## src/core/hpw_pkg.sv

```systemverilog
// constants for the pwm fault and write lock block
package hpw_pkg;
    localparam int          HPW_NGEN      = 3;
    localparam int          HPW_AW        = 8;
    localparam int          HPW_TBW       = 16;
    // register byte offsets
    localparam logic [7:0]  HPW_OFF_CTRL  = 8'h00;
    localparam logic [7:0]  HPW_OFF_PER   = 8'h04;
    localparam logic [7:0]  HPW_OFF_SEVT  = 8'h08;
    localparam logic [7:0]  HPW_OFF_KEY   = 8'h0c;
    localparam logic [7:0]  HPW_OFF_STAT  = 8'h10;
    localparam logic [7:0]  HPW_GEN_BASE  = 8'h20;
    localparam logic [7:0]  HPW_GEN_STEP  = 8'h10;
    localparam logic [3:0]  HPW_G_DUTY    = 4'h0;
    localparam logic [3:0]  HPW_G_TRIG    = 4'h4;
    localparam logic [3:0]  HPW_G_OCTL    = 4'h8;
    localparam logic [3:0]  HPW_G_FCL     = 4'hc;
    // unlock keys
    localparam logic [15:0] HPW_KEY1      = 16'habcd;
    localparam logic [15:0] HPW_KEY2      = 16'h4321;
    // reset values
    localparam logic [15:0] HPW_PER_RST   = 16'hfff8;
    localparam logic [2:0]  HPW_FLT_RST   = 3'h7;
    localparam logic        HPW_LOCK_RST  = 1'h1;
    // control register fields
    localparam int          HPW_CTL_EN    = 0;
    localparam int          HPW_CTL_SYEN  = 1;
    localparam int          HPW_CTL_SOEN  = 2;
    localparam int          HPW_CTL_SPOL  = 3;
    // output control fields
    localparam int          HPW_OC_HEN    = 0;
    localparam int          HPW_OC_LEN    = 1;
    localparam int          HPW_OC_HSAFE  = 2;
    localparam int          HPW_OC_LSAFE  = 3;
    // fault control fields
    localparam int          HPW_FC_FEN    = 2;
    localparam int          HPW_FC_CLEN   = 3;
    localparam int          HPW_FC_CLR    = 4;
    localparam logic [1:0]  HPW_FM_LATCH  = 2'h0;
    localparam logic [1:0]  HPW_FM_CYC    = 2'h1;
    localparam logic [1:0]  HPW_FM_OFF    = 2'h3;
    // status fields
    localparam int          HPW_ST_CFG    = 3;
    localparam int          HPW_ST_OPEN   = 4;
    localparam int          HPW_ST_CLB    = 5;
    // axi responses
    localparam logic [1:0]  HPW_OKAY      = 2'h0;
    localparam logic [1:0]  HPW_SLVERR    = 2'h2;
endpackage

```

## src/core/hpw_top.sv

```systemverilog
// pwm generators with fault handling, adc triggers, sync and a keyed write lock
//
// Overview of operation
// - three generators each drive a high-side and a low-side output.
// - one master time base aligns every generator output.
// - enabled fault or current-limit inputs force outputs to their safe levels.
// - each generator pulses an adc trigger at a programmable count.
// - a special event adc trigger comes from the master time base.
// - external sync input restarts the master time base.
// - sync output pulses at each master period end.
// - per-generator fault inputs plus one class b fault input shut outputs.
// - class b fault input stays owned by this block through reset.
// - after reset the class b fault is enabled and latched.
// - fault mode field accepts writes regardless of class b level.
// - output control and fault control registers are write protected.
// - lock strap at 1 enables protection, 0 disables it.
// - only key 0xabcd then 0x4321 on consecutive accesses unlocks.
// - protected write is accepted only as the next access after unlocking.
// - one unlock grants exactly one protected write.
`timescale 1ns/1ps
module hpw_top
    import hpw_pkg::*;
(
    // clock and reset
    input  wire logic                          aclk,
    input  wire logic                          aresetn,
    // write address channel
    input  wire logic [hpw_pkg::HPW_AW-1:0]    s_axi_awaddr,
    input  wire logic                          s_axi_awvalid,
    output logic                               s_axi_awready,
    // write data channel
    input  wire logic [31:0]                   s_axi_wdata,
    input  wire logic [3:0]                    s_axi_wstrb,
    input  wire logic                          s_axi_wvalid,
    output logic                               s_axi_wready,
    // write response channel
    output logic [1:0]                         s_axi_bresp,
    output logic                               s_axi_bvalid,
    input  wire logic                          s_axi_bready,
    // read address channel
    input  wire logic [hpw_pkg::HPW_AW-1:0]    s_axi_araddr,
    input  wire logic                          s_axi_arvalid,
    output logic                               s_axi_arready,
    // read data channel
    output logic [31:0]                        s_axi_rdata,
    output logic [1:0]                         s_axi_rresp,
    output logic                               s_axi_rvalid,
    input  wire logic                          s_axi_rready,
    // device option strap
    input  wire logic                          write_lock_cfg_bit,
    // fault and sync inputs
    input  wire logic [hpw_pkg::HPW_NGEN-1:0]  fault_in,
    input  wire logic [hpw_pkg::HPW_NGEN-1:0]  climit_in,
    input  wire logic                          class_b_fault_in,
    input  wire logic                          ext_sync_in,
    // pwm, trigger and sync outputs
    output logic [hpw_pkg::HPW_NGEN-1:0]       gen_high_out,
    output logic [hpw_pkg::HPW_NGEN-1:0]       gen_low_out,
    output logic [hpw_pkg::HPW_NGEN-1:0]       adc_trig_out,
    output logic                               sevt_trig_out,
    output logic                               ext_sync_out
);
    import hpw_pkg::*;

    localparam int NG = HPW_NGEN;
    localparam int NI = 2 * HPW_NGEN + 2;

    typedef enum logic [1:0] {
        HPW_LK_IDLE,
        HPW_LK_KEY1,
        HPW_LK_OPEN
    } hpw_lk_t;

    typedef struct packed {
        logic                          aw_held;
        logic [HPW_AW-1:0]             awaddr;
        logic                          w_held;
        logic [31:0]                   wdata;
        logic [3:0]                    wstrb;
        logic                          awready;
        logic                          wready;
        logic                          bvalid;
        logic [1:0]                    bresp;
        logic                          arready;
        logic                          rvalid;
        logic [31:0]                   rdata;
        logic [1:0]                    rresp;
        logic                          cfg_done;
        logic                          lock_cfg;
        hpw_lk_t                       lk;
        logic [3:0]                    ctrl;
        logic [HPW_TBW-1:0]            period;
        logic [HPW_TBW-1:0]            sevt;
        logic [NG-1:0][HPW_TBW-1:0]    duty;
        logic [NG-1:0][HPW_TBW-1:0]    trig;
        logic [NG-1:0][3:0]            octl;
        logic [NG-1:0][3:0]            fcl;
        logic [NG-1:0]                 flt_lat;
        logic [HPW_TBW-1:0]            tb;
        logic [NI-1:0]                 s1;
        logic [NI-1:0]                 s2;
        logic                          s3;
        logic [NG-1:0]                 hi;
        logic [NG-1:0]                 lo;
        logic [NG-1:0]                 atrig;
        logic                          strig;
        logic                          sync_o;
    } hpw_st_t;

    hpw_st_t st_r;
    hpw_st_t st_nxt;

    ////////////////////////////////////////////////////////////////////
    // address decoding
    function automatic logic gen_hit(input logic [HPW_AW-1:0] a, input int g,
                                     input logic [3:0] off);
        logic [HPW_AW-1:0] base;
        base = HPW_GEN_BASE + HPW_GEN_STEP * g[7:0];
        return a == (base | {4'h0, off});
    endfunction

    function automatic logic [15:0] merge16(input logic [15:0] old,
                                            input logic [31:0] d,
                                            input logic [3:0] be);
        logic [15:0] r;
        r = old;
        if (be[0]) begin
            r[7:0] = d[7:0];
        end
        if (be[1]) begin
            r[15:8] = d[15:8];
        end
        return r;
    endfunction

    function automatic logic mapped(input logic [HPW_AW-1:0] a);
        logic m;
        m = (a == HPW_OFF_CTRL) || (a == HPW_OFF_PER) || (a == HPW_OFF_SEVT)
            || (a == HPW_OFF_KEY) || (a == HPW_OFF_STAT);
        for (int g = 0; g < NG; g++) begin
            m = m || gen_hit(a, g, HPW_G_DUTY) || gen_hit(a, g, HPW_G_TRIG)
                || gen_hit(a, g, HPW_G_OCTL) || gen_hit(a, g, HPW_G_FCL);
        end
        return m;
    endfunction

    ////////////////////////////////////////////////////////////////////
    // next state
    logic              do_wr;
    logic              do_rd;
    logic [NG-1:0]     f_syn;
    logic [NG-1:0]     c_syn;
    logic              clb_syn;
    logic              sync_lvl;
    logic              sync_edge;
    logic              per_end;
    logic              prot_ok;
    logic              prot_hit;
    logic [HPW_AW-1:0] wa;
    logic [31:0]       rd;
    logic [NG-1:0]     src;

    always_comb begin
        st_nxt    = st_r;
        wa        = st_r.awaddr;
        rd        = 32'h0;
        prot_hit  = 1'b0;
        src       = '0;
        // inputs after two flops
        f_syn     = st_r.s2[NG-1:0];
        c_syn     = st_r.s2[2*NG-1:NG];
        clb_syn   = st_r.s2[2*NG];
        sync_lvl  = st_r.s2[2*NG+1] ^ st_r.ctrl[HPW_CTL_SPOL];
        sync_edge = sync_lvl && !(st_r.s3 ^ st_r.ctrl[HPW_CTL_SPOL]);
        st_nxt.s1 = {ext_sync_in, class_b_fault_in, climit_in, fault_in};
        st_nxt.s2 = st_r.s1;
        st_nxt.s3 = st_r.s2[2*NG+1];
        // strap taken once after reset release
        st_nxt.cfg_done = 1'b1;
        if (!st_r.cfg_done) begin
            st_nxt.lock_cfg = write_lock_cfg_bit;
        end

        // axi write path
        if (s_axi_awvalid && st_r.awready) begin
            st_nxt.aw_held = 1'b1;
            st_nxt.awaddr  = s_axi_awaddr;
            st_nxt.awready = 1'b0;
        end
        if (s_axi_wvalid && st_r.wready) begin
            st_nxt.w_held = 1'b1;
            st_nxt.wdata  = s_axi_wdata;
            st_nxt.wstrb  = s_axi_wstrb;
            st_nxt.wready = 1'b0;
        end
        do_wr = st_r.aw_held && st_r.w_held && !st_r.bvalid;
        do_rd = s_axi_arvalid && st_r.arready;
        prot_ok = !st_r.lock_cfg
                  || (st_r.lk == HPW_LK_OPEN && !do_rd);
        if (st_r.bvalid && s_axi_bready) begin
            st_nxt.bvalid  = 1'b0;
            st_nxt.awready = 1'b1;
            st_nxt.wready  = 1'b1;
        end
        if (do_wr) begin
            st_nxt.aw_held = 1'b0;
            st_nxt.w_held  = 1'b0;
            st_nxt.bvalid  = 1'b1;
            st_nxt.bresp   = mapped(wa) ? HPW_OKAY : HPW_SLVERR;
            if (wa == HPW_OFF_CTRL) begin
                st_nxt.ctrl = st_r.wdata[3:0];
            end
            if (wa == HPW_OFF_PER) begin
                st_nxt.period = merge16(st_r.period, st_r.wdata, st_r.wstrb);
            end
            if (wa == HPW_OFF_SEVT) begin
                st_nxt.sevt = merge16(st_r.sevt, st_r.wdata, st_r.wstrb);
            end
            for (int g = 0; g < NG; g++) begin
                if (gen_hit(wa, g, HPW_G_DUTY)) begin
                    st_nxt.duty[g] = merge16(st_r.duty[g], st_r.wdata, st_r.wstrb);
                end
                if (gen_hit(wa, g, HPW_G_TRIG)) begin
                    st_nxt.trig[g] = merge16(st_r.trig[g], st_r.wdata, st_r.wstrb);
                end
                if (gen_hit(wa, g, HPW_G_OCTL)) begin
                    prot_hit = 1'b1;
                    if (prot_ok) begin
                        st_nxt.octl[g] = st_r.wdata[3:0];
                    end
                end
                if (gen_hit(wa, g, HPW_G_FCL)) begin
                    prot_hit = 1'b1;
                    if (prot_ok) begin
                        // mode field taken whatever the class b level
                        st_nxt.fcl[g] = st_r.wdata[3:0];
                        if (st_r.wdata[HPW_FC_CLR] && !clb_syn) begin
                            st_nxt.flt_lat[g] = 1'b0;
                        end
                    end
                end
            end
        end

        // unlock sequencer, matching key writes advance it, any other access resets it
        if (do_wr || do_rd) begin
            st_nxt.lk = HPW_LK_IDLE;
            if (do_wr && !do_rd && wa == HPW_OFF_KEY) begin
                if (st_r.lk == HPW_LK_IDLE && st_r.wdata[15:0] == HPW_KEY1) begin
                    st_nxt.lk = HPW_LK_KEY1;
                end
                if (st_r.lk == HPW_LK_KEY1 && st_r.wdata[15:0] == HPW_KEY2) begin
                    st_nxt.lk = HPW_LK_OPEN;
                end
            end
        end

        // axi read path
        if (st_r.rvalid && s_axi_rready) begin
            st_nxt.rvalid  = 1'b0;
            st_nxt.arready = 1'b1;
        end
        if (do_rd) begin
            if (s_axi_araddr == HPW_OFF_CTRL) begin
                rd[3:0] = st_r.ctrl;
            end
            if (s_axi_araddr == HPW_OFF_PER) begin
                rd[15:0] = st_r.period;
            end
            if (s_axi_araddr == HPW_OFF_SEVT) begin
                rd[15:0] = st_r.sevt;
            end
            if (s_axi_araddr == HPW_OFF_STAT) begin
                rd[NG-1:0]        = st_r.flt_lat;
                rd[HPW_ST_CFG]    = st_r.lock_cfg;
                rd[HPW_ST_OPEN]   = st_r.lk == HPW_LK_OPEN;
                rd[HPW_ST_CLB]    = clb_syn;
            end
            for (int g = 0; g < NG; g++) begin
                if (gen_hit(s_axi_araddr, g, HPW_G_DUTY)) begin
                    rd[15:0] = st_r.duty[g];
                end
                if (gen_hit(s_axi_araddr, g, HPW_G_TRIG)) begin
                    rd[15:0] = st_r.trig[g];
                end
                if (gen_hit(s_axi_araddr, g, HPW_G_OCTL)) begin
                    rd[3:0] = st_r.octl[g];
                end
                if (gen_hit(s_axi_araddr, g, HPW_G_FCL)) begin
                    rd[3:0] = st_r.fcl[g];
                end
            end
            st_nxt.rdata   = rd;
            st_nxt.rresp   = mapped(s_axi_araddr) ? HPW_OKAY : HPW_SLVERR;
            st_nxt.rvalid  = 1'b1;
            st_nxt.arready = 1'b0;
        end

        ////////////////////////////////////////////////////////////////
        // master time base
        per_end = st_r.tb >= st_r.period;
        if (!st_r.ctrl[HPW_CTL_EN]) begin
            st_nxt.tb = '0;
        end else if (per_end || (st_r.ctrl[HPW_CTL_SYEN] && sync_edge)) begin
            st_nxt.tb = '0;
        end else begin
            st_nxt.tb = st_r.tb + 16'h1;
        end
        st_nxt.strig = st_r.ctrl[HPW_CTL_EN] && st_r.tb == st_r.sevt;
        st_nxt.sync_o = (st_r.ctrl[HPW_CTL_EN] && st_r.ctrl[HPW_CTL_SOEN] && per_end)
                        ^ st_r.ctrl[HPW_CTL_SPOL];

        // generators, faults and safe states
        for (int g = 0; g < NG; g++) begin
            src[g] = clb_syn
                     || (st_r.fcl[g][HPW_FC_FEN] && f_syn[g])
                     || (st_r.fcl[g][HPW_FC_CLEN] && c_syn[g]);
            if (st_r.fcl[g][1:0] == HPW_FM_OFF) begin
                st_nxt.flt_lat[g] = 1'b0;
            end else begin
                if (st_r.fcl[g][1:0] == HPW_FM_CYC && per_end && !src[g]) begin
                    st_nxt.flt_lat[g] = 1'b0;
                end
                if (src[g]) begin
                    st_nxt.flt_lat[g] = 1'b1;
                end
            end
            if (st_r.flt_lat[g]) begin
                st_nxt.hi[g] = st_r.octl[g][HPW_OC_HSAFE];
                st_nxt.lo[g] = st_r.octl[g][HPW_OC_LSAFE];
            end else begin
                st_nxt.hi[g] = st_r.ctrl[HPW_CTL_EN] && st_r.octl[g][HPW_OC_HEN]
                               && st_r.tb < st_r.duty[g];
                st_nxt.lo[g] = st_r.ctrl[HPW_CTL_EN] && st_r.octl[g][HPW_OC_LEN]
                               && st_r.tb >= st_r.duty[g];
            end
            st_nxt.atrig[g] = st_r.ctrl[HPW_CTL_EN] && st_r.tb == st_r.trig[g];
        end
    end

    ////////////////////////////////////////////////////////////////////
    // state register
    always_ff @(posedge aclk) begin
        if (!aresetn) begin
            st_r          <= '0;
            st_r.awready  <= 1'b1;
            st_r.wready   <= 1'b1;
            st_r.arready  <= 1'b1;
            st_r.lock_cfg <= HPW_LOCK_RST;
            st_r.period   <= HPW_PER_RST;
            st_r.flt_lat  <= HPW_FLT_RST;
        end else begin
            st_r <= st_nxt;
        end
    end

    ////////////////////////////////////////////////////////////////////
    // outputs
    assign s_axi_awready = st_r.awready;
    assign s_axi_wready  = st_r.wready;
    assign s_axi_bvalid  = st_r.bvalid;
    assign s_axi_bresp   = st_r.bresp;
    assign s_axi_arready = st_r.arready;
    assign s_axi_rvalid  = st_r.rvalid;
    assign s_axi_rdata   = st_r.rdata;
    assign s_axi_rresp   = st_r.rresp;
    assign gen_high_out  = st_r.hi;
    assign gen_low_out   = st_r.lo;
    assign adc_trig_out  = st_r.atrig;
    assign sevt_trig_out = st_r.strig;
    assign ext_sync_out  = st_r.sync_o;
endmodule

```

## config.mk

```make
export PLATFORM = sky130hd
export DESIGN_NAME = hpw_top
export DESIGN_NICKNAME = d
export VERILOG_FILES = /design/src/core/hpw_pkg.sv /design/src/core/hpw_top.sv
export SDC_FILE = /design/constraint.sdc
export NUM_CORES = 1
export LEC_CHECK = 0
export BUFFER_PORTS_ARGS = -buffer_cell sky130_fd_sc_hd__buf_2
export CORE_ASPECT_RATIO = 1.75
export CORE_MARGIN = 1
export CORE_UTILIZATION = 41
export DETAILED_ROUTE_END_ITERATION = 8
export GPL_TIMING_DRIVEN = 0
export PLACE_DENSITY = 0.63
export SLEW_MARGIN = 10
export SYNTH_ARGS = -nofsm -noshare
export SYNTH_HDL_FRONTEND = slang
export SYNTH_SLANG_ARGS = --single-unit
```

## constraint.sdc

```tcl
create_clock -name aclk -period 2 [get_ports aclk]
set_input_delay 0.1 -clock aclk [delete_from_list [all_inputs] [get_ports aclk]]
set_output_delay 0.1 -clock aclk [all_outputs]
set_load 0.01 [all_outputs]
```

# Word level (Yosys, flattened, before mapping)
# Cells that the tools add are included.
# op_classes
addsub	1
multipliers	0
div_mod_pow	0
order_cmp	7
n_eq_ne	46
n_shift	0
n_mux	89
bitwise	5
n_reduce_logical	140
# op_table
operator	n
$mux W16	19
$mux W207	1
$mux W159	1
$eq A8 B6 Y1 const B	16
$mux W8	16
$mux W4	20
$reduce_and A3 Y1	22
$eq A16 B16 Y1	4
$eq A8 B7 Y1 const B	8
$ge A16 B16 Y1	4
$lt A16 B16 Y1	3
$reduce_bool A4 Y1	12
$logic_and A1 B1 Y1	45
$logic_or A1 B1 Y1	41
$mux W36	1
$eq A8 B4 Y1 const B	4
$mux W1	23
$add A16 B1 Y16 const B	1
$eq A16 B15 Y1 const B	1
$eq A16 B16 Y1 const B	1
$eq A8 B3 Y1 const B	2
$eq A8 B5 Y1 const B	2
$logic_not A8 Y1	2
$mux W2	6
other kinds (13)	33
# totals
register_bits	278
latch_bits	0
mem_bits_rw	0
rom_bits	0
in_bits	68
output_inout_bits	52
word_cells	339
memories	0

# Logic depth before layout (Yosys ltp)
# Gate-level depths: netlist of run 1.
# logic_depth
word_depth	19
depth_mapped	9
depth_no_buf	7

# Least setup slack after synthesis of run 1
# OpenSTA, ideal clock, no wires.
# synth_timing
kind	register to register
startpoint	register st_r[28] in the netlist's numbering
endpoint	register st_r[36] in the netlist's numbering
setup_ns	0.128
t_arrival_ns	2.063
t_required_ns	1.872
slack_ns	-0.191
stages_incl_launch_ff	10
n_path_buf	2
synth_period_minus_slack_ns	2.191
cell_sequence	dfxtp_1 > clkbuf_1 > inv_1 > ha_1 > nor2b_1 > o21ai_0 > a31oi_1 > o211ai_1 > clkbuf_1 > nor2_1
# synth_via
elab_chain_len	3
word_cells_on_any_way	4
cone_classes	1 x add/sub; 1 x order compare; 2 x reduce/logical
# synth_rtl
item	line	source
start: declaration	hpw_top.sv:110	hpw_st_t st_r;
start signal: assignment	hpw_top.sv:353	st_r <= st_nxt;
$ge A16 B16 Y1	hpw_top.sv:301	per_end = st_r.tb >= st_r.period;
$logic_or A1 B1 Y1	hpw_top.sv:304	end else if (per_end || (st_r.ctrl[HPW_CTL_SYEN] && sync_edge)) begin
$reduce_or A3 Y1 (no line)	n/a	
# Parallel ways exist; a longest one is shown, timed or not.
# A chain may end at the register's enable or synchronous reset.

# Final worst setup path of run 1
# layout_timing
startpoint	register st_r[134] in the netlist's numbering
endpoint	register st_r, in the netlist gen_low_out[0]
# layout_via
elab_chain_len	3
# layout_rtl
item	line	source
$ge A16 B16 Y1	hpw_top.sv:335	&& st_r.tb >= st_r.duty[g];
$logic_and A1 B1 Y1	hpw_top.sv:335	
$mux W1	hpw_top.sv:328	if (st_r.flt_lat[g]) begin
# No other way between the ends.

==> reports/results.txt, run 1 <==
The average cell area after synthesis was 8.31 sq um; the routed via count was 13802. On the final layout, the worst clock skew is 9.31 ps. In this run the remaining antenna-violating nets after routing total 0. At the end of routability-driven placement, the weighted congestion stood at 1.01.

0 antenna diodes ended up in the layout. The count of buffers added on input and output ports is 80. Adding up every negative setup slack in the final design gives 0 ps. The largest net degree at the start of global routing is 15, and the die span in y is 249 microns. Based on the critical path, the design can be clocked at up to 501 MHz.

The part of the Yosys area used for sequential elements was 36.1%; the area of the mapped netlist was 0.0143 sq mm. The clock transition at the register clock pins on the worst setup and hold paths after CTS is 60 ps, and the part of the total power dissipated in the clock network is 43.1%. The final number of max-transition violations is 0, and the adder-cell share of the synthesized area is 5.69%. The run gives 47.0% as the sequential share of power.

In the layout the commonest cells are dfxtp_1 (233), nand2_1 (216), nand3_1 (126). Fraction of synthesized cell area in xor and xnor cells: 4.84%. Counting distinct cell types in the post-synthesis netlist gives 72. In this run, synthesis inferred 0 flip-flops with an integrated enable.

The complex-gate fraction of the synthesized area works out to 16.9%. The wire-length estimate of the detail-placed layout is 47.6 mm. TritonCTS built the clock tree.

120 I/O pins were placed. From synthesis to final layout, the design area changed by 21.1%. At the pin with the least slew margin, the transition time is 1050 ps. The floorplan step defined a die boundary enclosing 0.0357 sq mm. Final wirelength: 61.1 mm. The worst setup path is captured at a flop. The fraction of the mapped netlist area in simple logic gates works out to 22.5%.

For this block, the initial DRC count from the detailed router was 1025. For the worst setup path, the data required time is 2450 ps. The post-route netlist has 18.2% of its cells at a drive strength greater than 1. The shortest period the worst path allows is 2000 ps. OpenSTA, run right after detailed placement, puts the worst setup slack at -795 ps. The type of the worst setup path was reg -> reg. Counting along the longest clock path gives a buffer depth of 3. The final critical path takes up 99.8% of the cycle. The later pin in the worst-skew pair is clocked with a latency of 570 ps. The count of final setup violators is 0. Of all nets on the critical path, the largest fanout is 3.

The tools report the final core utilization as 50.3%. The cell count after synthesis came out at 1721. The switching share of power is 26.3%, and the first-pass GRT wire length is 87.9 mm.

Leaving out fill and tap cells, the most frequent cell in the layout is dfxtp_1. The area inside the core boundary is 0.0345 sq mm, and the die width is 143 microns. The analysis attributes to net switching a power of 0.00298 W. The power density over cell area is 653 mW/mm^2. Counting flops with an async set or reset pin after synthesis yields a share of 0%. The tree is rooted in a clkbuf_16.

Counting flops and latches in the post-synthesis netlist gives 258. The total overflow left after global routing is 0. Across the run, the number of max-cap violations was 0.

The flow ran to the end, and the final reports show no timing, DRC or antenna violations. The tools report the reported leakage power as 7.09 nW. The share of synthesized area spent on multiplexers works out to 6.26%.

Path class of the lowest-slack min-delay path: in -> reg. Dividing the detail-routed wire length by the instance count gives 25.7 microns. The relative max-transition margin was 30.1%. In the post-route analysis, the smallest setup slack over all paths is 4.38 ps.

The total routing resource utilization after global routing is 34.6%, and the final count of hold timing violations is 0. IR analysis of the VDD net gives a maximum drop of 0.672 mV. Yosys printed 0 warnings.

The combined flip-flop and latch cell area was 0.00521 sq mm. Setup repair after global routing could not meet its margin everywhere. TritonCTS created 26 clock buffers. The run gives 1 as the total number of H-tree levels. The internal power of the cells totals 0.00833 W.

At the end of the flow, the number of nets in the layout was 2035. For the number of fill cells in the layout, the log shows 3370. The tools report the data arrival time of the worst path as 2450 ps.

The multi-input combinational cells in the finished layout cover a total of 0.00852 sq mm. The first detailed-routing pass took 5 iterations. Most common flop cell mapped by yosys: dfxtp_1. For this configuration, the core starts out at a cell density of 41.5%.

Combinational logic is responsible for 9.9% of the overall power. For this design, the sink count on the clock tree is 258. The sort of element at the start of the critical path is a flop. By area, the combinational part of the netlist is dominated by simple AND/OR/NAND/NOR gates. The run gives 13605 as the via count of the first global-routing pass. Row generation in the floorplan step produced 90 rows. The post-detailed-route DRC marker count was 0; the via count normalized by instance count was 5.79. The number of antenna violations at the first check in global routing is 1.
==> sequential cells by signal, summed over array words and instances, names as in the netlist <==
name           flops
s_axi_awready      1
s_axi_arready      1
gen_high_out       3
st_r             200
s_axi_rdata       16
wa                 8
gen_low_out        3
s_axi_rvalid       1
s_axi_wready       1
clb_syn            1
st_nxt             9
s_axi_bvalid       1
sevt_trig_out      1
c_syn              3
s_axi_rresp        1
ext_sync_out       1
s_axi_bresp        1
f_syn              3
adc_trig_out       3
==> cells by family (layout without fill, tap and decap cells) <==
| kind of cell | after synthesis | count (layout) |
|---|---|---|
| fa+ha+maj | 65 | 65 |
| other cells | 1 | 18 |
| xor+xnor | 79 | 79 |
| simple gates | 640 | 640 |
| mux | 86 | 86 |
| compound gates | 350 | 350 |
| buf+inv | 242 | 426 |
| flops | 258 | 258 |
==> worst paths after layout <==
check           startpoint              to  cells past startpoint  slack, ps
max              st_r[134]  gen_low_out[0]                      6          4
min          s_axi_arvalid       st_r[204]                      6        100
max reg2reg      st_r[134]  gen_low_out[0]                      6          4
min reg2reg     st_nxt[15]        c_syn[0]                      1        430
==> critical path: stages (launching register included) <==
cell	delay, ps
dfxtp_1	380
inv_1	60
ha_1	320
a2111oi_1	320
o21ai_0	150
or3_4	430
a41o_1	220
==> repair_timing <==
item	4_1_cts	5_1_grt
endpoints found under the hold margin	41	0
setup endpoints to repair	186	145
setup buffers	11	9
hold buffers	41	0
resized for setup	71	114
cloned	1	0
pin swaps	11	29
==> layer usage <==
layer  global-route usage, %  wire length (microns)  part of all wire [%]  up-vias
li1                        -                      -                     -     6353
met1                    35.0                  20700                    34     6505
met2                    59.9                  30000                    49      661
met3                    4.38                   3550                   5.8      283
met4                    33.3                   6900                    11        0
met5                       0                      0                     0        -
==> power groups by stage <==
stage                     Clock (W)  Combinational (W)  Sequential, W
final                       0.00488            0.00111        0.00532
after global routing        0.00514            0.00117        0.00532
after CTS                   0.00492            0.00106        0.00531
after detailed placement          0            0.00101        0.00539
after global placement            0            0.00101        0.00539
after floorplan                   0           0.000574        0.00537
==> layout make-up <==
class | count | share of cell area (%)
multi-input cells | 1238 | 49.2
flip-flops and latches | 258 | 30.1
repair buffers | 143 | 5.94
plain buffers | 162 | 5.05
clock buffers | 41 | 4.54
well taps | 460 | 3.32
inverters | 73 | 1.60
clock inverters | 7 | 0.289
==> synth_stat cells, drive strengths merged, types with 4 or more instances <==
cell	instances	area, sq um
nor2	66	263
and4	5	43.8
buf	67	443
xnor2	9	78.8
clkbuf	102	383
o211ai	10	75.1
a21boi	114	856
nor4b	9	78.8
a211oi	6	45.0
nor3	24	143
mux2i	77	771
a221oi	13	114
a22oi	10	75.1
a31oi	11	68.8
and2	23	144
or3	6	37.5
nand2	219	822
a21o	5	37.5
xor2	70	613
a2bb2oi	8	70.1
nand3b	4	30.0
o22ai	14	87.6
inv	73	274
o21ai	71	355
or2	5	31.3
a21oi	42	210
nand3	131	656
nor4	18	119
a222oi	5	50.1
nand2b	10	62.6
ha	65	813
nor2b	71	444
nand4	20	125
mux2	7	78.8
o221a	4	45.0
dfxtp	258	5160
and3	15	93.8
==> metrics by stage <==
step | cell area (sq um) | power (W) | cells | hold WS [ps]
3_5_place_dp | 15400 | 0.00640 | 2279 | 256
3_3_place_gp | 15300 | 0.00640 | 2278 | 246
2_1_floorplan | 14400 | 0.00595 | 1738 | 128
6_report | 17300 | 0.0113 | 2382 | 103
5_1_grt | 17300 | 0.0116 | 2382 | 168
4_1_cts | 16900 | 0.0113 | 2373 | 89.0
(Power assumes the default switching activity.)
==> run 2, diff against run 1 <==
--- a/config.mk
+++ b/config.mk
@@ -9,6 +9,7 @@
 export CORE_ASPECT_RATIO = 1.75
 export CORE_MARGIN = 1
 export CORE_UTILIZATION = 41
+export CTS_BUF_LIST = sky130_fd_sc_hd__clkbuf_8
 export DETAILED_ROUTE_END_ITERATION = 8
 export GPL_TIMING_DRIVEN = 0
 export PLACE_DENSITY = 0.63
==> run 2 against run 1 <==
Against the previous run: the run now ends with setup timing left; die area stayed put; non-clock buffer count is 9 higher; clock power fell by 7.4%; routed wire length is 0.81% higher; sequential share of layout area shrank 0.17 points; global-route usage increased by 0.19 points; combinational power about the same; sequential cell count unchanged; setup slack worse by 100 ps; first-iteration DRC count down 9.7%.
==> reports/results.txt, run 2 (synthesized netlist as in run 1, its figures left out) <==
The number of detailed-route iterations in the first pass is 7 (+2). The run gives 90 (unchanged) as the floorplan row count. The family with the most delay on the worst path is compound AO/OA/AOI/OAI gates.

The flow ran to the end, but the final reports show violations. For the final number of max-transition violations, the log shows 0 (unchanged). The layout overhead on the synthesized area came out at 21.8%. The largest fanout on the critical path works out to 3 (unchanged). The clock net sink count came out at 258 (unchanged). The clock transition at the register clock pins on the worst setup and hold paths after CTS was 60 ps (about the same); the post-detailed-route DRC marker count was 0 (unchanged).

For the relative max-transition margin, the log shows 28.4% (-1.6 points). The tree is rooted in a clkbuf_8. For the global placer's final weighted congestion, the log shows 1.01 (unchanged).

The final period utilization is 105% (+5.1 points), and the number of routed nets with antenna violations is 0 (unchanged). The tools report the DRC violation total after the first TritonRoute iteration as 926 (-9.7%). The tools report the final count of hold timing violations as 0 (unchanged).

STA classifies the critical path startpoint as a flop. The stage delay of the slowest cell on the critical path came out at 390 ps (-40 ps). In the layout the commonest cells are dfxtp_1 (232), nand2_1 (216), nand3_1 (126). The type of the worst setup path was reg -> reg.

The met1 track demand over resource is 34.7% (-0.30 points). The first-pass GRT wire length was 88.2 mm (+0.43%); the final wirelength was 61.6 mm (+0.81%). The cell count after placement was 2279 (unchanged). The cell type of the slowest stage on the worst timing path was a2111oi_2. Setup repair after global routing could not meet its margin everywhere. The run gives 2560 ps (+110 ps) as the data arrival time of the worst path. The maximum clock rate is 477 MHz (-4.9%). STA classifies the critical path endpoint as a flop. Transition time at the pin with the least slew margin: 1060 ps (+14.9 ps). The post-place instance area was 0.0154 sq mm (unchanged). The met2 global-route usage was 59.2% (-0.74 points).

The final-stage net count is 2058 (+1.1%). The number of non-filler instances in the completed layout was 2414 (+1.3%); the cell area after layout was 0.0174 sq mm (+0.59%). The fraction of layout cells with a size suffix above 1 is 19.2% (+0.95 points), and the power density over cell area is 630 mW/mm^2 (-3.6%).

The die span in y was 249 microns (unchanged). The tools report the data required time of the critical path as 2460 ps (about the same). Total of buffers placed on input and output ports: 80 (unchanged). For the remaining global-route overflow, the log shows 0 (unchanged). The buffers plus inverters on the worst setup path came out at 3 (+2). TritonCTS built the clock tree. The tools report the global routing met3 resource utilization as 5.71% (+1.3 points).

The shortest period the worst path allows works out to 2100 ps (+102 ps). The tools report the total number of H-tree levels as 2 (+1). The run gives 40 (+54%) as the clock buffer count from CTS. met2 is the most crowded layer. For the effective utilization at floorplan, the log shows 41.5% (unchanged). The library cell used most frequently in the layout, excluding fill and tap cells, is dfxtp_1. The die area is 0.0357 sq mm (unchanged), and the maximum number of buffers from clock root to sink is 3 (unchanged). The run gives 0.611 mV (-9.1%) as the maximum resistive drop on vdd. The min-delay analysis places its worst path in the category in -> reg. The logs give -98.1 ps (-102 ps) for the slack of the critical path and 13 (-2) for the largest net degree at the start of global routing. The number of antenna violations at the first check in global routing came out at 1 (unchanged). The flip-flop count of the largest register after layout is 200 (unchanged). The I/O pin total was 120 (unchanged). st_r holds more flip-flops than any other register. The count of final setup violators was 16 (+16).

The number of violations of the max-capacitance limit came out at 0 (unchanged). The final reports fail on setup timing. The insertion delay to the later sink of the worst-skew pair is 620 ps (+50 ps). The via count of the first global-routing pass was 13744 (+1.0%).

The reported leakage power was 7.20 nW (+1.5%); the placed wire-length estimate was 47.6 mm (unchanged). The die width is 143 microns (unchanged), and the via count normalized by instance count is 5.75 (-0.70%). The clock skew after layout is 46.5 ps (+37.2 ps), and the total routing resource utilization after global routing is 34.7% (+0.19 points).

The critical path goes through buf_8 -> clkinvlp_4 -> buf_4 -> ha_1 -> nor2b_1 -> o31ai_1 -> a2111oi_2 -> nor3_2 -> a32o_2. The average routed wire per standard cell is 25.5 microns (-0.52%), and the area inside the core boundary is 0.0345 sq mm (unchanged). For the routed via count, the log shows 13890 (+0.64%).
run 2: cell types whose count changed in the layout (fill, tap and decap cells not counted), moves of 3 or more:
cell,previous run,this run
dlygate4sd3_1,41,48
clkbuf_1,72,66
a21boi_0,108,111
clkbuf_8,8,49
clkbuf_2,25,21
a21boi_1,6,3
inv_1,72,85
clkbuf_16,26,1
run 2: tightest hold or removal path, delay by kind of cell:
| kind | cells | cell delay (ps) |
|---|---|---|
| buffers and inverters | 1 | 80 |
| AND/OR/NAND/NOR | 4 | 360 |
| AO/OA/AOI/OAI | 1 | 70 |
run 2: routing by layer:
| layer | wire, microns | up-vias |
|---|---|---|
| li1 | - | 6377 |
| met1 | 20900 | 6508 |
| met2 | 29700 | 678 |
| met3 | 3600 | 327 |
| met4 | 7430 | 0 |
| met5 | 0 | - |
run 2: path summary, 6_finish.rpt:
kind                                         to          start  cells after the start  slack, ps
worst max-delay path            gen_high_out[2]       st_r[28]                      9       -100
worst min register to register          clb_syn     st_nxt[18]                      1        430
worst min-delay path                  st_r[204]  s_axi_arvalid                      6         70
worst max register to register  gen_high_out[2]       st_r[28]                      9       -100
run 2: power by group:
part	total, W	internal, W	switching, W
sequential	0.00532	0.00522	0.000102
combinational	0.00113	0.000425	0.000707
clock	0.00452	0.00224	0.00228
total	0.0110	0.00788	0.00309
run 2: metrics by stage:
step | setup WS, ps | hold slack, ps | utilization [%] | total power (W) | setup TNS (ps)
after floorplan | 38.2 | 128 | - | 0.00595 | 0
after global placement | -972 | 246 | 44.5 | 0.00640 | -77430
after detailed placement | -795 | 256 | 44.6 | 0.00640 | -51740
after CTS | -0.000222 | 25.3 | 49.1 | 0.0109 | 0
after global routing | -118 | 107 | 50.6 | 0.0113 | -1910
final | -98.1 | 67.7 | 50.6 | 0.0110 | -468
run 2: cell type report:
| class | count | area, sq um |
|---|---|---|
| buffer | 162 | 883 |
| sequential | 258 | 5210 |
| tap | 460 | 576 |
| multi-input combinational | 1238 | 8560 |
| timing repair buffer | 152 | 1130 |
| clock buffer | 49 | 674 |
| antenna | 2 | 5.00 |
| inverter | 73 | 278 |
| clock inverter | 20 | 105 |
| fill | 3388 | 17000 |
run 2: timing repair:
action | 4_1_cts | 5_1_grt
pin swaps | 10 | 31
hold buffers | 48 | 0
setup endpoints to repair | 186 | 134
gates resized for setup | 79 | 118
buffers inserted | 11 | 11
cloned | 0 | 1
hold endpoints to repair | 41 | 0
==> run 3, diff against run 2 <==
--- a/config.mk
+++ b/config.mk
@@ -8,11 +8,11 @@
 export BUFFER_PORTS_ARGS = -buffer_cell sky130_fd_sc_hd__buf_2
 export CORE_ASPECT_RATIO = 1.75
 export CORE_MARGIN = 1
-export CORE_UTILIZATION = 41
+export CORE_UTILIZATION = 50
 export CTS_BUF_LIST = sky130_fd_sc_hd__clkbuf_8
 export DETAILED_ROUTE_END_ITERATION = 8
 export GPL_TIMING_DRIVEN = 0
-export PLACE_DENSITY = 0.63
+export PLACE_DENSITY = 0.71
 export SLEW_MARGIN = 10
 export SYNTH_ARGS = -nofsm -noshare
 export SYNTH_HDL_FRONTEND = slang
==> constraint.sdc (replaced) <==
create_clock -name aclk -period 2.5 [get_ports aclk]
set_input_delay 0.125 -clock aclk [delete_from_list [all_inputs] [get_ports aclk]]
set_output_delay 0.125 -clock aclk [all_outputs]
set_load 0.01 [all_outputs]
==> run 3 against run 2 <==
Against the previous run: the run now ends clean; routed wire length is 6.2% lower; cell count shrank 4.8%; largest power group unchanged; first-iteration DRC count increased by 12%; combinational power shrank 23%; via count down 1.5%; count of clock-buffer cells in the layout is 1 lower; die area fell by 18%; global-route usage increased by 5.3 points.
==> reports/results.txt, run 3 (synthesized netlist as in run 1, its figures left out) <==
The run finished with clean final reports. The reported leakage power came out at 6.84 nW (-5.0%). The path with the worst hold slack has its endpoint at wa[4]. The run gives 40.1% (+5.3 points) as the total routing resource utilization after global routing.

Post-place instance area: 0.0152 sq mm (-0.77%). The tools report the clock skew after layout as 28.0 ps (-18.5 ps). The number of cell instances on the worst register-to-register path was 6 (-3). The insertion delay to the later sink of the worst-skew pair was 600 ps (-20 ps). The flip-flop count of the largest register after layout is 200 (unchanged), and the largest net degree at the start of global routing is 11 (-2).

The cell occurring most often along the worst timing path was nand3_1. The count of final setup violators is 0 (-16), and the average routed wire per standard cell is 25.2 microns (-1.4%). Buffers plus inverters on the worst setup path: 1 (-2). The minimum setup slack after placement came out at -475 ps (+320 ps). The fraction of layout cells with a size suffix above 1 was 11.9% (-7.3 points).

Cell area after layout: 0.0164 sq mm (-5.7%). The worst reg2reg path startpoint is st_r[260]. The relative max-transition margin was 17.5% (-11 points); the I/O pin total was 120 (unchanged). Type of the worst setup path: reg -> reg. The shortest period the worst path allows is 2440 ps (+345 ps), and the clock buffer count from CTS is 40 (unchanged). The tools report the final count of hold timing violations as 0 (unchanged). The layout overhead on the synthesized area works out to 14.9%. Die span in y: 226 microns (-9.4%). The logs give 1033 (+12%) for the DRC violation total after the first TritonRoute iteration and 57.0 ps (+155 ps) for the slack of the critical path.

The data required time of the critical path came out at 3020 ps (+560 ps). The floorplan row count is 81 (-10%), and the clock net sink count is 258 (unchanged). The largest register by flop count is st_r. The clock transition at the register clock pins on the worst setup and hold paths after CTS works out to 70 ps (about the same).

Stage delay of the slowest cell on the critical path: 670 ps (+280 ps). The run gives 0.00813 sq mm (-5.0%) as the area used by multi-input combinational logic. The tools report the maximum resistive drop on vdd as 0.474 mV (-22%). The total of buffers placed on input and output ports works out to 80 (unchanged). The maximum clock rate came out at 409 MHz (-14%). Path class of the lowest-slack min-delay path: in -> reg.

STA classifies the critical path endpoint as a flop. The largest individual stage delay along the critical path comes from the cell clkbuf_1. Leaving out fill and tap cells, the most frequent cells in the layout are dfxtp_1 (258), nand2_1 (219), nand3_1 (131). The root buffer cell chosen for the clock tree is clkbuf_8. The via count of the first global-routing pass is 13366 (-2.8%), and the final number of max-transition violations is 0 (unchanged). For the final wirelength, the log shows 57.8 mm (-6.2%).

The kind of cell with the highest combined delay along the critical path is simple AND/OR/NAND/NOR gates. The logs give 13686 (-1.5%) for the routed via count and 83.0 mm (-5.9%) for the first-pass GRT wire length. The number of fill cells in the layout came out at 2631 (-22%). The global placer's final weighted congestion came out at 1.02 (+1.4%). The launch point of the worst hold path is s_axi_awvalid. The effective utilization at floorplan came out at 50.9% (+9.4 points). The most common cell after layout, fill and taps aside is dfxtp_1.

The largest fanout on the critical path works out to 10 (+7). TritonCTS built the clock tree. Post-detailed-route DRC marker count: 0 (unchanged). The total number of H-tree levels was 2 (unchanged). The worst setup path is launched from a flop. The number of antenna violations at the first check in global routing was 1 (unchanged); the via count normalized by instance count was 5.96 (+3.5%). The data arrival time of the worst path was 2960 ps (+400 ps).

The signal on the critical path passes through clkbuf_1 -> nor4bb_1 -> nand3_1 -> nor4_1 -> nand3_1 -> a21boi_0. The logs give 3 (unchanged) for the maximum number of buffers from clock root to sink and 0 (unchanged) for the number of violations of the max-capacitance limit. The hold path depth was 4 (-2). The power density over cell area works out to 520 mW/mm^2 (-17%).

The final period utilization was 97.7% (-7.2 points). Die width: 130 microns (-9.3%). The tools report the number of routed nets with antenna violations as 0 (unchanged).

The combined flip-flop and latch cell area is 0.00516 sq mm (-0.91%), and the area inside the core boundary is 0.0281 sq mm (-19%). The placed wire-length estimate is 44.8 mm (-6.0%), and the reg-to-reg setup timing slack is 60 ps (+160 ps). The transition time at the pin with the least slew margin is 1220 ps (+157 ps).

The logs give 2038 (-0.97%) for the final-stage net count and 0 (unchanged) for the remaining global-route overflow. The number of detailed-route iterations in the first pass is 5 (-2). The worst register-to-register path ends at st_r[204]. The tools report the die area as 0.0293 sq mm (-18%).
==> run 3: how the worst max path moves through the flow <==
stage               startpoint  depth (start not counted)         to
floorplan             st_r[28]                          9   st_r[36]
global placement         wa[4]                          5   st_r[70]
detailed placement    st_r[28]                          9   st_r[41]
CTS                      wa[2]                          6  st_r[149]
global route             wa[3]                          6   st_r[86]
finish               st_r[260]                          6  st_r[204]
==> run 3: per-layer routing <==
| metal | track usage, % | part of all wire [%] | vias to the layer above |
|---|---|---|---|
| met1 | 40.8 | 34 | 6385 |
| li1 | - | - | 6333 |
| met3 | 6.89 | 6.3 | 282 |
| met5 | 0 | 0 | - |
| met4 | 39.5 | 12 | 0 |
| met2 | 67.6 | 48 | 686 |
==> run 3: power by group <==
group          switching [W]  internal (W)  leakage, nW
registers          0.0000474       0.00418         2.09
clock network        0.00173       0.00172        0.399
logic               0.000560      0.000307         4.35
total                0.00234       0.00620         6.84
==> run 3: worst min-delay path: stages <==
cell,delay (ps)
buf_2,90
nand2_1,160
nand2_1,110
a21boi_0,70
==> run 3: per-stage QoR <==
stage	util [%]	std cells	total power, W	hold slack (ps)	TNS (ps)
finish	58.5	2298	0.00855	16.4	0
global route	58.5	2297	0.00876	59.0	-5.10
CTS	58.4	2294	0.00851	3.29	0
detailed placement	54.3	2191	0.00510	278	-4960
global placement	54.3	2191	0.00509	279	-14330
floorplan	-	1738	0.00476	153	0
==> run 3: area by class of cell <==
type | instances | area share, %
clock inverters | 12 | 0.350
flip-flops and latches | 258 | 31.4
inverters | 73 | 1.67
repair buffers | 125 | 5.13
well taps | 373 | 2.84
plain buffers | 169 | 5.04
clock buffers | 48 | 4.02
multi-input cells | 1238 | 49.5
diodes | 2 | 0.0305
==> run 3: what timing repair did <==
item	in CTS	in global routing
hold endpoints to repair	41	0
endpoints found under the setup margin	19	48
pin swaps	1	1
buffers inserted	1	2
hold buffers	42	0
resized for setup	3	5
